**src/rtl/serial_cfg_pkg.sv**
```systemverilog
// Package of register offsets, field positions, reset values and carriers for the serial config core
`default_nettype none
package serial_cfg_pkg;
  // ************************************************************
  // Register map (byte addresses, one aligned word each)
  // ************************************************************
  localparam logic [7:0] ADDR_BAUD_HIGH = 8'h00;
  localparam logic [7:0] ADDR_BAUD_LOW = 8'h04;
  localparam logic [7:0] ADDR_LINE_CTRL = 8'h08;
  localparam logic [7:0] ADDR_AUX_CTRL = 8'h0C;
  localparam logic [7:0] ADDR_FLAGS = 8'h10;
  localparam logic [7:0] ADDR_TX_DATA = 8'h14;
  localparam logic [7:0] ADDR_RX_DATA = 8'h18;
  localparam logic [7:0] ADDR_STATUS = 8'h1C;
  localparam int ADDR_W = 8;
  localparam int DIV_W = 13;
  // ************************************************************
  // Field positions
  // ************************************************************
  localparam int BH_BRK_IE = 7;
  localparam int BH_EDGE_IE = 6;
  localparam int BH_DIV_MSB = 4;
  localparam int LC_LOOP = 7;
  localparam int LC_FREEZE = 6;
  localparam int LC_RECEIVER_SOURCE = 5;
  localparam int LC_NINE = 4;
  localparam int LC_WAKE = 3;
  localparam int LC_ILT = 2;
  localparam int LC_PE = 1;
  localparam int LC_PT = 0;
  localparam int AX_TE = 3;
  localparam int AX_RE = 2;
  localparam int FL_BRK = 1;
  localparam int FL_EDGE = 0;
  // ************************************************************
  // Reset values and masks
  // ************************************************************
  localparam logic [7:0] RST_BAUD_HIGH = 8'h00;
  localparam logic [7:0] RST_BAUD_LOW = 8'h04;
  localparam logic [7:0] RST_LINE_CTRL = 8'h00;
  localparam logic [7:0] RST_AUX_CTRL = 8'h00;
  localparam logic [7:0] BAUD_HIGH_MASK = 8'hDF;
  localparam logic [12:0] DIV_ZERO = 13'h0000;
  localparam logic [3:0] OVERSAMPLE_LAST = 4'hF;
  localparam logic [3:0] IDLE_BITS_SHORT = 4'hA;
  localparam logic [3:0] IDLE_BITS_LONG = 4'hB;
  localparam logic [1:0] RESP_OKAY = 2'b00;
  localparam logic [1:0] RESP_SLVERR = 2'b10;
  localparam logic [2:0] BIT_ZERO = 3'h0;
  localparam logic [3:0] TICK_ZERO = 4'h0;
  localparam logic [3:0] BITS_EIGHT = 4'h8;
  localparam logic [3:0] BITS_NINE = 4'h9;
  // ************************************************************
  // Carriers
  // ************************************************************
  typedef struct packed {
    logic loop_sel;
    logic freeze_in_wait;
    logic receiver_source;
    logic nine_bit;
    logic wake_addr_mark;
    logic idle_after_stop;
    logic parity_enable;
    logic parity_odd_select;
  } line_cfg_t;
  typedef struct packed {
    logic [8:0] data;
  } char_t;
endpackage
`default_nettype wire

```
**src/rtl/serial_cfg_core.sv**
```systemverilog
// Baud divisor, line control and minimal framing core for the serial port, AXI4-Lite slave
`default_nettype none
module serial_cfg_core
  import serial_cfg_pkg::*;
(
  input wire logic sys_clk_in,
  input wire logic rst_n_in,
  input wire logic [ADDR_W-1:0] s_axi_awaddr_in,
  input wire logic s_axi_awvalid_in,
  output logic s_axi_awready_out,
  input wire logic [31:0] s_axi_wdata_in,
  input wire logic [3:0] s_axi_wstrb_in,
  input wire logic s_axi_wvalid_in,
  output logic s_axi_wready_out,
  output logic [1:0] s_axi_bresp_out,
  output logic s_axi_bvalid_out,
  input wire logic s_axi_bready_in,
  input wire logic [ADDR_W-1:0] s_axi_araddr_in,
  input wire logic s_axi_arvalid_in,
  output logic s_axi_arready_out,
  output logic [31:0] s_axi_rdata_out,
  output logic [1:0] s_axi_rresp_out,
  output logic s_axi_rvalid_out,
  input wire logic s_axi_rready_in,
  input wire logic cpu_wait_in,
  input wire logic rx_pin_in,
  input wire logic tx_pin_in,
  input wire logic break_event_in,
  output logic tx_pin_out,
  output logic tx_pin_oe_out,
  output logic rx_pin_serial_out,
  output logic bit_tick_out,
  output logic irq_out,
  output logic [8:0] rx_char_out,
  output logic rx_char_valid_out,
  output logic parity_error_out,
  output logic idle_line_out
);
  // ************************************************************
  // Register state
  // ************************************************************
  logic [7:0] baud_divisor_high;
  logic [4:0] div_high_buf;
  logic [DIV_W-1:0] baud_divisor;
  logic [7:0] baud_divisor_low;
  line_cfg_t line_control_one;
  logic tx_enable_bit, rx_enable_bit, gen_armed;
  logic break_detect_flag, rx_edge_flag;
  // Write channel holding
  logic aw_held, w_held, wr_fire;
  logic [ADDR_W-1:0] aw_addr;
  logic [31:0] w_data;
  logic [3:0] w_strb;
  logic [7:0] wbyte;
  // Two-entry transmit buffer
  char_t buf_mem [2];
  logic buf_wp, buf_rp;
  logic [1:0] buf_cnt;
  logic buf_in_valid, buf_in_ready, buf_out_valid, buf_out_ready;
  // Baud and shifters
  logic [DIV_W-1:0] div_cnt;
  logic [3:0] os_cnt;
  logic clk_run, os_tick, tx_busy;
  logic [10:0] tx_shift;
  logic [3:0] tx_left, tx_os;
  logic rx_line, rx_prev, rx_busy;
  logic [3:0] rx_os, rx_bits;
  logic [8:0] rx_shift;
  logic [3:0] idle_cnt;
  logic stop_ok;
  // Parity of a character of seven or eight data bits
  function automatic logic char_parity(input logic [8:0] d, input logic nine);
    char_parity = nine ? ^d[7:0] : ^d[6:0];
  endfunction
  // Decode of one byte-lane write to a slot
  function automatic logic hit(input logic [ADDR_W-1:0] a, input logic [ADDR_W-1:0] r);
    hit = (a == r);
  endfunction
  // ************************************************************
  // AXI4-Lite write channel
  // ************************************************************
  assign wr_fire = aw_held && w_held && !s_axi_bvalid_out;
  assign wbyte = w_data[7:0];
  // Address and data accepted in either order, response after both
  always_ff @(posedge sys_clk_in) begin
    if (!rst_n_in) begin
      aw_held <= 1'b0;
      w_held <= 1'b0;
      aw_addr <= '0;
      w_data <= '0;
      w_strb <= '0;
      s_axi_bvalid_out <= 1'b0;
      s_axi_bresp_out <= RESP_OKAY;
    end else begin
      if (s_axi_awvalid_in && s_axi_awready_out) begin
        aw_held <= 1'b1;
        aw_addr <= s_axi_awaddr_in;
      end
      if (s_axi_wvalid_in && s_axi_wready_out) begin
        w_held <= 1'b1;
        w_data <= s_axi_wdata_in;
        w_strb <= s_axi_wstrb_in;
      end
      if (wr_fire) begin
        aw_held <= 1'b0;
        w_held <= 1'b0;
        s_axi_bvalid_out <= 1'b1;
        s_axi_bresp_out <= (aw_addr[1:0] != 2'b00 || aw_addr > ADDR_STATUS) ? RESP_SLVERR
                                                                           : RESP_OKAY;
      end else if (s_axi_bvalid_out && s_axi_bready_in) begin
        s_axi_bvalid_out <= 1'b0;
      end
    end
  end
  // Ready is offered while the slot is empty
  always_ff @(posedge sys_clk_in) begin
    if (!rst_n_in) begin
      s_axi_awready_out <= 1'b0;
      s_axi_wready_out <= 1'b0;
    end else begin
      s_axi_awready_out <= !aw_held && !(s_axi_awvalid_in && s_axi_awready_out) && !wr_fire;
      s_axi_wready_out <= !w_held && !(s_axi_wvalid_in && s_axi_wready_out) && !wr_fire;
    end
  end
  // ************************************************************
  // Configuration registers
  // ************************************************************
  // Divisor pair, interrupt enables, line control and enables
  always_ff @(posedge sys_clk_in) begin
    if (!rst_n_in) begin
      baud_divisor_high <= RST_BAUD_HIGH;
      div_high_buf <= RST_BAUD_HIGH[4:0];
      baud_divisor_low <= RST_BAUD_LOW;
      baud_divisor <= {RST_BAUD_HIGH[4:0], RST_BAUD_LOW};
      line_control_one <= RST_LINE_CTRL;
      tx_enable_bit <= 1'b0;
      rx_enable_bit <= 1'b0;
      gen_armed <= 1'b0;
    end else if (wr_fire && w_strb[0]) begin
      if (hit(aw_addr, ADDR_BAUD_HIGH)) begin
        baud_divisor_high <= wbyte & BAUD_HIGH_MASK;
        div_high_buf <= wbyte[BH_DIV_MSB:0];
      end
      if (hit(aw_addr, ADDR_BAUD_LOW)) begin
        baud_divisor_low <= wbyte;
        baud_divisor <= {div_high_buf, wbyte};
      end
      if (hit(aw_addr, ADDR_LINE_CTRL)) begin
        line_control_one <= wbyte;
      end
      if (hit(aw_addr, ADDR_AUX_CTRL)) begin
        tx_enable_bit <= wbyte[AX_TE];
        rx_enable_bit <= wbyte[AX_RE];
        if (wbyte[AX_TE] || wbyte[AX_RE]) begin
          gen_armed <= 1'b1;
        end
      end
    end
  end
  // ************************************************************
  // Event flags; set wins over the write-one clear
  // ************************************************************
  always_ff @(posedge sys_clk_in) begin
    if (!rst_n_in) begin
      break_detect_flag <= 1'b0;
      rx_edge_flag <= 1'b0;
      rx_prev <= 1'b1;
    end else begin
      rx_prev <= rx_line;
      if (break_event_in && rx_enable_bit) begin
        break_detect_flag <= 1'b1;
      end else if (wr_fire && w_strb[0] && hit(aw_addr, ADDR_FLAGS) && wbyte[FL_BRK]) begin
        break_detect_flag <= 1'b0;
      end
      if (clk_run && rx_prev && !rx_line) begin
        rx_edge_flag <= 1'b1;
      end else if (wr_fire && w_strb[0] && hit(aw_addr, ADDR_FLAGS) && wbyte[FL_EDGE]) begin
        rx_edge_flag <= 1'b0;
      end
    end
  end
  // Interrupt request from gated flags
  always_ff @(posedge sys_clk_in) begin
    if (!rst_n_in) begin
      irq_out <= 1'b0;
    end else begin
      irq_out <= (baud_divisor_high[BH_BRK_IE] && break_detect_flag)
              || (baud_divisor_high[BH_EDGE_IE] && rx_edge_flag);
    end
  end
  // ************************************************************
  // AXI4-Lite read channel
  // ************************************************************
  always_ff @(posedge sys_clk_in) begin
    if (!rst_n_in) begin
      s_axi_arready_out <= 1'b0;
      s_axi_rvalid_out <= 1'b0;
      s_axi_rdata_out <= '0;
      s_axi_rresp_out <= RESP_OKAY;
    end else begin
      s_axi_arready_out <= !s_axi_rvalid_out && !s_axi_arready_out;
      if (s_axi_arvalid_in && s_axi_arready_out) begin
        s_axi_rvalid_out <= 1'b1;
        s_axi_rresp_out <= RESP_OKAY;
        case (s_axi_araddr_in)
          ADDR_BAUD_HIGH: s_axi_rdata_out <= {24'h000000, baud_divisor_high};
          ADDR_BAUD_LOW: s_axi_rdata_out <= {24'h000000, baud_divisor_low};
          ADDR_LINE_CTRL: s_axi_rdata_out <= {24'h000000, line_control_one};
          ADDR_AUX_CTRL: s_axi_rdata_out <= {28'h0000000, tx_enable_bit, rx_enable_bit, 2'b00};
          ADDR_FLAGS: s_axi_rdata_out <= {30'h00000000, break_detect_flag, rx_edge_flag};
          ADDR_TX_DATA: s_axi_rdata_out <= {30'h00000000, buf_cnt};
          ADDR_RX_DATA: s_axi_rdata_out <= {23'h000000, rx_char_out};
          ADDR_STATUS: s_axi_rdata_out <= {28'h0000000, gen_armed, clk_run, tx_busy, rx_busy};
          default: begin
            s_axi_rdata_out <= '0;
            s_axi_rresp_out <= RESP_SLVERR;
          end
        endcase
      end else if (s_axi_rvalid_out && s_axi_rready_in) begin
        s_axi_rvalid_out <= 1'b0;
      end
    end
  end
  // ************************************************************
  // Transmit buffer, two entries
  // ************************************************************
  assign buf_in_valid = wr_fire && hit(aw_addr, ADDR_TX_DATA) && (w_strb[0] || w_strb[1]);
  assign buf_in_ready = (buf_cnt != 2'd2);
  assign buf_out_valid = (buf_cnt != 2'd0);
  assign buf_out_ready = clk_run && tx_enable_bit && !tx_busy;
  // A write to a full buffer is dropped; the depth reads back at ADDR_TX_DATA
  always_ff @(posedge sys_clk_in) begin
    if (!rst_n_in) begin
      buf_wp <= 1'b0;
      buf_rp <= 1'b0;
      buf_cnt <= 2'd0;
    end else begin
      if (buf_in_valid && buf_in_ready) begin
        buf_mem[buf_wp] <= '{data: w_data[8:0]};
        buf_wp <= !buf_wp;
      end
      if (buf_out_valid && buf_out_ready) begin
        buf_rp <= !buf_rp;
      end
      buf_cnt <= buf_cnt + 2'((buf_in_valid && buf_in_ready) ? 1 : 0)
                         - 2'((buf_out_valid && buf_out_ready) ? 1 : 0);
    end
  end
  // ************************************************************
  // Baud generator: one tick per sixteenth of a bit
  // ************************************************************
  assign clk_run = gen_armed && (baud_divisor != DIV_ZERO)
                && !(cpu_wait_in && line_control_one.freeze_in_wait);
  always_ff @(posedge sys_clk_in) begin
    if (!rst_n_in || !clk_run) begin
      div_cnt <= 13'h0001;
      os_tick <= 1'b0;
      os_cnt <= TICK_ZERO;
      bit_tick_out <= 1'b0;
    end else begin
      os_tick <= (div_cnt == baud_divisor);
      div_cnt <= (div_cnt == baud_divisor) ? 13'h0001 : div_cnt + 13'h0001;
      if (div_cnt == baud_divisor) begin
        os_cnt <= os_cnt + 4'h1;
      end
      bit_tick_out <= (div_cnt == baud_divisor) && (os_cnt == OVERSAMPLE_LAST);
    end
  end
  // ************************************************************
  // Transmitter with parity and nine-bit option
  // ************************************************************
  always_ff @(posedge sys_clk_in) begin
    if (!rst_n_in) begin
      tx_busy <= 1'b0;
      tx_shift <= '1;
      tx_left <= TICK_ZERO;
      tx_os <= TICK_ZERO;
    end else if (buf_out_valid && buf_out_ready) begin
      tx_busy <= 1'b1;
      tx_os <= TICK_ZERO;
      tx_left <= line_control_one.nine_bit ? BITS_NINE + 4'h2 : BITS_EIGHT + 4'h2;
      if (line_control_one.nine_bit) begin
        tx_shift <= {1'b1, line_control_one.parity_enable
          ? char_parity(buf_mem[buf_rp].data, 1'b1) ^ line_control_one.parity_odd_select
          : buf_mem[buf_rp].data[8], buf_mem[buf_rp].data[7:0], 1'b0};
      end else begin
        tx_shift <= {2'b11, line_control_one.parity_enable
          ? char_parity(buf_mem[buf_rp].data, 1'b0) ^ line_control_one.parity_odd_select
          : buf_mem[buf_rp].data[7], buf_mem[buf_rp].data[6:0], 1'b0};
      end
    end else if (tx_busy && os_tick) begin
      tx_os <= tx_os + 4'h1;
      if (tx_os == OVERSAMPLE_LAST) begin
        tx_shift <= {1'b1, tx_shift[10:1]};
        tx_left <= tx_left - 4'h1;
        tx_busy <= (tx_left != 4'h1);
      end
    end
  end
  // Pin drive and routing
  always_ff @(posedge sys_clk_in) begin
    if (!rst_n_in) begin
      tx_pin_out <= 1'b1;
      tx_pin_oe_out <= 1'b0;
      rx_pin_serial_out <= 1'b0;
    end else begin
      tx_pin_out <= tx_busy ? tx_shift[0] : 1'b1;
      tx_pin_oe_out <= tx_enable_bit || tx_busy;
      rx_pin_serial_out <= rx_enable_bit && !line_control_one.loop_sel;
    end
  end
  // Receiver input selection
  always_comb begin
    if (!line_control_one.loop_sel) begin
      rx_line = rx_pin_in;
    end else if (line_control_one.receiver_source) begin
      rx_line = tx_pin_oe_out ? tx_pin_out : tx_pin_in;
    end else begin
      rx_line = tx_pin_out;
    end
  end
  // ************************************************************
  // Receiver, idle detection and parity check
  // ************************************************************
  assign stop_ok = rx_line;
  always_ff @(posedge sys_clk_in) begin
    if (!rst_n_in) begin
      rx_busy <= 1'b0;
      rx_os <= TICK_ZERO;
      rx_bits <= TICK_ZERO;
      rx_shift <= '0;
      rx_char_out <= '0;
      rx_char_valid_out <= 1'b0;
      parity_error_out <= 1'b0;
    end else begin
      rx_char_valid_out <= 1'b0;
      if (!rx_busy && rx_enable_bit && clk_run && rx_prev && !rx_line) begin
        rx_busy <= 1'b1;
        rx_os <= TICK_ZERO;
        rx_bits <= TICK_ZERO;
      end else if (rx_busy && os_tick) begin
        rx_os <= rx_os + 4'h1;
        if (rx_os == 4'h7 && rx_bits != TICK_ZERO) begin
          if (rx_bits <= (line_control_one.nine_bit ? BITS_NINE : BITS_EIGHT)) begin
            rx_shift <= line_control_one.nine_bit ? {rx_line, rx_shift[8:1]}
                                                 : {1'b0, rx_line, rx_shift[7:1]};
          end else begin
            rx_busy <= 1'b0;
            rx_char_out <= rx_shift;
            rx_char_valid_out <= stop_ok;
            parity_error_out <= line_control_one.parity_enable
              && ((^rx_shift) != line_control_one.parity_odd_select);
          end
        end
        if (rx_os == OVERSAMPLE_LAST) begin
          rx_bits <= rx_bits + 4'h1;
        end
      end
    end
  end
  // Idle count of consecutive high bit times
  always_ff @(posedge sys_clk_in) begin
    if (!rst_n_in) begin
      idle_cnt <= TICK_ZERO;
      idle_line_out <= 1'b0;
    end else begin
      if (!rx_line || (rx_busy && line_control_one.idle_after_stop)) begin
        idle_cnt <= TICK_ZERO;
      end else if (bit_tick_out && idle_cnt != OVERSAMPLE_LAST) begin
        idle_cnt <= idle_cnt + 4'h1;
      end
      idle_line_out <= idle_cnt >= (line_control_one.nine_bit ? IDLE_BITS_LONG
                                                              : IDLE_BITS_SHORT);
    end
  end
endmodule
`default_nettype wire

```
**config.mk**
```make
export PLATFORM = sky130hd
export DESIGN_NAME = serial_cfg_core
export DESIGN_NICKNAME = d
export VERILOG_FILES = /design/src/rtl/serial_cfg_pkg.sv /design/src/rtl/serial_cfg_core.sv
export SDC_FILE = /design/constraint.sdc
export NUM_CORES = 1
export LEC_CHECK = 0
export BUFFER_PORTS_ARGS = -buffer_cell sky130_fd_sc_hd__buf_2
export CORE_MARGIN = 3
export CORE_UTILIZATION = 45
export CTS_BUF_LIST = sky130_fd_sc_hd__clkbuf_2 sky130_fd_sc_hd__clkbuf_4 sky130_fd_sc_hd__clkbuf_8
export CTS_CLUSTER_DIAMETER = 60
export DETAILED_ROUTE_END_ITERATION = 8
export GPL_ROUTABILITY_DRIVEN = 0
export HOLD_SLACK_MARGIN = 0.03
export PLACE_DENSITY = 0.73
export SYNTH_ARGS = -nofsm -noshare
export SYNTH_HDL_FRONTEND = slang
export SYNTH_SLANG_ARGS = --single-unit
export TNS_END_PERCENT = 100
```
**constraint.sdc**
```tcl
create_clock -name sys_clk_in -period 2.5 [get_ports sys_clk_in]
set_input_delay 0.5 -clock sys_clk_in [delete_from_list [all_inputs] [get_ports sys_clk_in]]
set_output_delay 0.5 -clock sys_clk_in [all_outputs]
set_load 0.02 [all_outputs]
```
**Word-level counts from Yosys, hierarchy flattened**

Memory sizes are Yosys's and may differ from the RTL's. A register that Yosys moved wholly into a read port is not among the register bits.
Index checks and enable logic that the tools add are counted.
W data, S select, Z words.

- Register bits after elaboration: 190
- Memory bits (writable): 18
- Input port bits: 63
- Output and inout port bits: 58
- Word-level logic and storage cells: 238
- Memories: 1

- Add/sub/neg operators: 9
- Magnitude comparators: 3
- Eq/ne operators: 22
- Mux-type cells: 40
- Bitwise logic cells: 7
- Reductions and logical operators: 101

Memories:

| name | words | width | read ports | clocked after memory_dff | write ports | line | source |
|---|---|---|---|---|---|---|---|
| buf_mem | 2 | 9 | 1 | 1 | 1 | serial_cfg_core.sv:56 | `char_t buf_mem [2];` |

Operators by type and width:

| operator | number |
|---|---|
| $pmux W9 S8 | 1 |
| $eq A8 B5 Y1 const B | 6 |
| $logic_and A1 B1 Y1 | 42 |
| $mux W11 | 3 |
| $eq A8 B4 Y1 const B | 4 |
| $mux W1 | 29 |
| $add A4 B1 Y4 const B | 5 |
| $reduce_bool A2 Y1 | 10 |
| $logic_not A1 Y1 | 17 |
| $eq A8 B3 Y1 const B | 2 |
| $logic_not A8 Y1 | 2 |
| $reduce_and A2 Y1 | 7 |
| $add A13 B1 Y13 const B | 1 |
| $eq A13 B13 Y1 | 1 |
| $reduce_bool A13 Y1 | 1 |
| $eq A4 B4 Y1 const B | 3 |
| $mux W4 | 3 |
| $mux W10 | 1 |
| $reduce_or A2 Y1 | 5 |
| $mux W9 | 1 |
| $reduce_xor A9 Y1 | 1 |
| $gt A8 B5 Y1 const B | 1 |
| $reduce_and A4 Y1 | 2 |
| $reduce_or A8 Y1 | 1 |
| other kinds (19) | 33 |

**Depth between registers and ports, before layout**

- Word-level depth: 8
- Depth in mapped cells: 12
- Mapped depth without buffers: 11

**Worst setup path before layout**

Ideal clock, no wire load.

- Kind: register to register
- From: register aw_addr[1]
- To: memory buf_mem[0][0] in the netlist's numbering (enable)
- Library setup time: 0.389 ns
- Arrival: 2.014 ns
- Path slack: 0.098 ns
- Stages on the path, launching flop included: 5
- Buffers on the path: 0
- Path through: dfxtp_1 -> or4_4 -> nor3_4 -> o2111ai_1 -> nor3b_1

- Cells in the longest elaborated chain, start to end: 7

Ends and longest elaborated chain:

| what | line | source |
|---|---|---|
| start: declaration | serial_cfg_core.sv:51 | `logic [ADDR_W-1:0] aw_addr;` |
| start signal: assignment | serial_cfg_core.sv:97 | `aw_addr <= s_axi_awaddr_in;` |
| $eq A8 B5 Y1 | serial_cfg_core.sv:77 | `hit = (a == r);` |
| $logic_and A1 B1 Y1 (2 in series) | serial_cfg_core.sv:227 | `assign buf_in_valid = wr_fire && hit(aw_addr, ADDR_TX_DATA) && (w_strb[0] \|\| w_strb[1]);` |
| $logic_and A1 B1 Y1 | serial_cfg_core.sv:238 | `if (buf_in_valid && buf_in_ready) begin` |
| $mux W1 | serial_cfg_core.sv:238 |  |
| $mux W1 | serial_cfg_core.sv:233 | `if (!rst_n_in) begin` |
| $mux W1 (not written as such) | serial_cfg_core.sv:239 | `buf_mem[buf_wp] <= '{data: w_data[8:0]};` |
| end: declaration | serial_cfg_core.sv:56 |  |

Every way passes these cells.

**Worst setup path after layout**

- From: register aw_addr[1]
- To: register buf_cnt[1]

- Cells in the longest elaborated chain, start to end: 7

Ends and longest elaborated chain:

| what | line | source |
|---|---|---|
| $eq A8 B5 Y1 | serial_cfg_core.sv:77 |  |
| $logic_and A1 B1 Y1 (2 in series) | serial_cfg_core.sv:227 |  |
| $logic_and A1 B1 Y1 | serial_cfg_core.sv:245 | `buf_cnt <= buf_cnt + 2'((buf_in_valid && buf_in_ready) ? 1 : 0)` |
| $mux W1 | serial_cfg_core.sv:245 |  |
| $add A2 B1 Y2 | serial_cfg_core.sv:245 |  |
| $sub A2 B1 Y2 | serial_cfg_core.sv:246 | `- 2'((buf_out_valid && buf_out_ready) ? 1 : 0);` |
| end signal: assignment | serial_cfg_core.sv:245 |  |
| end: declaration | serial_cfg_core.sv:58 | `logic [1:0] buf_cnt;` |

Every way passes these cells.
A chain may end at the register's enable or synchronous reset.

==> run_results.csv <==
group,metric,value,unit
clock_tree,clk_path_buf_depth,2,
drt,drtIter0Drc,376,
sta,finalMaxSlewViolations,0,
synth,yosysWarnings,0,
clock_tree,postCtsHoldBufs,0,
power_and_ir_drop,power.total,5.09,mW
layout,drive_gt1_frac,0.152,
drt,drc,0,
clock_tree,cts_setup_buffers,0,
die,io-pin-count,121,
global_route,gr-total-overflow,0,
synth,avgSynthCellArea,9.45,um^2
clock_tree,cts_resized,0,
drt,viasPerCell,5.15,
global_route,grt_max_degree,84,
power_and_ir_drop,vdd_ir_drop_max,0.000354,V
run,maxCapViolations,0,
sta,finalHoldViolCount,0,
synth,async_flop_share,0,
synth,ys_ff_latch,170,
synth,synthFlopType,"dfxtp_1",
layout,syn_to_final_growth,12.1,%
sta,period_needed,2.23,ns
setup_path,required,2.85,ns
setup_path,crit_type,"reg2reg",
setup_path,worstPathArrival,2.58,ns
drt,routed_wl,16600,um
setup_path,cp_max_fo,4,
die,die_width,136,um
die,core,16600,um^2
sta,max_slew_margin,0.558,
global_route,grt_first_pass_wirelength,27100,um
clock_tree,numCtsBuffers,17,
drt,vias,5711,
sta,tightest_slew,0.656,ns
die,initial_core_util,0.461,
die,fp.dieH,136,um
global_route,antenna_found_initial,1,
outcome,run_status,"finished clean",
drt,ant_nets,0,
global_route,grt_pass1_vias,5319,
layout,layout_commonest_cell,"dfxtp_1",
layout,n_fill_cell,1521,
clock_tree,clock_sinks,170,
drt,wl_met2,7130,um
clock_tree,root_buffer,"clkbuf_8",
sta,finalSetupViolCount,0,
layout,regArea,3580,um^2
worst_hold_path,hp-class,"in2reg",
synth,synth.distinct_cells,55,
placed_design,hpwl,12000,um
clock_tree,clk_latency,0.45,ns
power_and_ir_drop,p_leak,3.44,nW
synth,syn_inst,809,
layout,multiInputGateArea,3740,um^2
sta,finClkSkew,0.0154,ns
power_and_ir_drop,power.density,594,nW/um^2
clock_tree,clk_pin_slew,0.08,ns
clock_tree,htree_levels,4,
clock_tree,cts_tree,"yes",
setup_path,end_kind,"flip-flop",
sta,tns,0,ns
layout,nNetsFinal,953,
layout,antenna_cells,0,
die,dieArea,18600,um^2
layout,final_cell_mix,"152 x dfxtp_1, 127 x nand2_1, 70 x buf_2",
drt,top_layer,"met5",
synth,ys_seq_area_frac,0.469,
setup_path,critPathLaunchType,"flip-flop",
synth,netlist_area,7640,um^2
synth,synth_edf_count,18,
global_route,grtUsageTotal,0.185,
die,row_count,47,
drt,wl_met3,1060,um
sta,fmax,448,MHz
sta,rsz0062_at_grt,"false",
drt,drt-wirelength-per-cell,14.9,um
placed_design,io_buffers,70,
drt,drt-met1-wl,8030,um
drt,drt-pass1-iter-count,5,
sta,finalCritPeriodShare,0.892,
## synth_stat cells (6+ instances only)
cell / instances / area, um^2
a21oi_1: 19 / 95.1
o21ai_0: 13 / 65.1
buf_4: 25 / 188
nand4_1: 9 / 56.3
and2_1: 14 / 87.6
nor3_1: 8 / 40.0
nand3_1: 39 / 195
nor2_1: 48 / 180
edfxtp_1: 18 / 541
a21boi_0: 49 / 368
dfxtp_1: 152 / 3040
nor3b_1: 6 / 45.0
mux2i_1: 42 / 420
buf_2: 6 / 30.0
nor2b_1: 30 / 188
nand2_1: 127 / 477
xor2_1: 29 / 254
mux2_2: 7 / 78.8
inv_1: 15 / 56.3
and3_1: 8 / 50.1
nor4_1: 7 / 43.8
o2111ai_1: 8 / 70.1
ha_1: 13 / 163
xnor2_1: 33 / 289
clkbuf_1: 27 / 101
## power breakdown
group | internal [mW] | switching, mW | total [mW]
sequential | 2.77 | 0.0289 | 2.80
clock | 1.09 | 0.973 | 2.07
combinational | 0.0769 | 0.140 | 0.217
## cells by family (layout without fill, tap and decap cells)
group / count (synthesis) / in the layout / share of synthesized area
AO/OA/AOI/OAI: 115 / 115 / 0.105
XOR/XNOR: 63 / 63 / 0.0742
adder cells (fa/ha/maj): 13 / 13 / 0.0213
buffers and inverters: 76 / 133 / 0.0535
flip-flops: 170 / 170 / 0.469
multiplexers: 51 / 51 / 0.0712
other: 1 / 25 / 0.000491
AND/OR/NAND/NOR: 320 / 320 / 0.205
## path summary, 6_finish.rpt
path	end	cells past startpoint	from	slack, ns
max	buf_cnt[1]	9	aw_addr[1]	0.27
min	aw_addr[2]	3	s_axi_awaddr_in[2]	0.29
max reg2reg	buf_cnt[1]	9	aw_addr[1]	0.27
min reg2reg	s_axi_arready_out	1	s_axi_rvalid_out	0.45
## through the flow
stage	worst slack (ns)	utilization	instance area, um^2	instances	hold WS [ns]
2_1_floorplan	0.0976	-	7730	833	0.406
3_3_place_gp	0.289	0.491	8140	1078	0.434
3_5_place_dp	0.284	0.491	8140	1078	0.436
4_1_cts	0.251	0.517	8570	1110	0.260
5_1_grt	0.0989	0.517	8570	1110	0.263
6_report	0.270	0.517	8570	1110	0.290
## registers in the layout (all words and copies together) (netlist names), 3 cells and up, named ones only
signal,flops
aw_addr,8
baud_divisor,13
baud_divisor_high,3
buf_mem,18
div_cnt,13
div_high_buf,4
idle_cnt,4
line_control_one,8
os_cnt,4
rx_bits,4
rx_char_out,9
rx_os,4
rx_shift,9
s_axi_rdata_out,9
tx_left,4
tx_os,4
tx_shift,10
w_data,9
## worst max-delay path, stage by stage (launching register included)
cell and delay [ns]:
dfxtp_1 0.32, or4_4 0.54, nor3_4 0.16, o2111ai_1 0.18
ha_1 0.31, inv_1 0.04, ha_1 0.17, xnor2_1 0.13
xnor2_1 0.12, and2_1 0.15
## routing by layer
| layer | global-route usage | up-vias |
|---|---|---|
| li1 | - | 2870 |
| met1 | 0.262 | 2652 |
| met2 | 0.272 | 166 |
| met3 | 0.0544 | 21 |
| met4 | 0.0599 | 2 |
| met5 | 0 | - |
## cell type report
cell class,instances,area share
clock buffers,22,0.0339
clock inverters,10,0.0161
inverters,15,0.00657
multi-input cells,587,0.437
flip-flops and latches,170,0.418
well taps,220,0.0321
repair buffers,86,0.0564
Power figures use the tool's default switching activity.
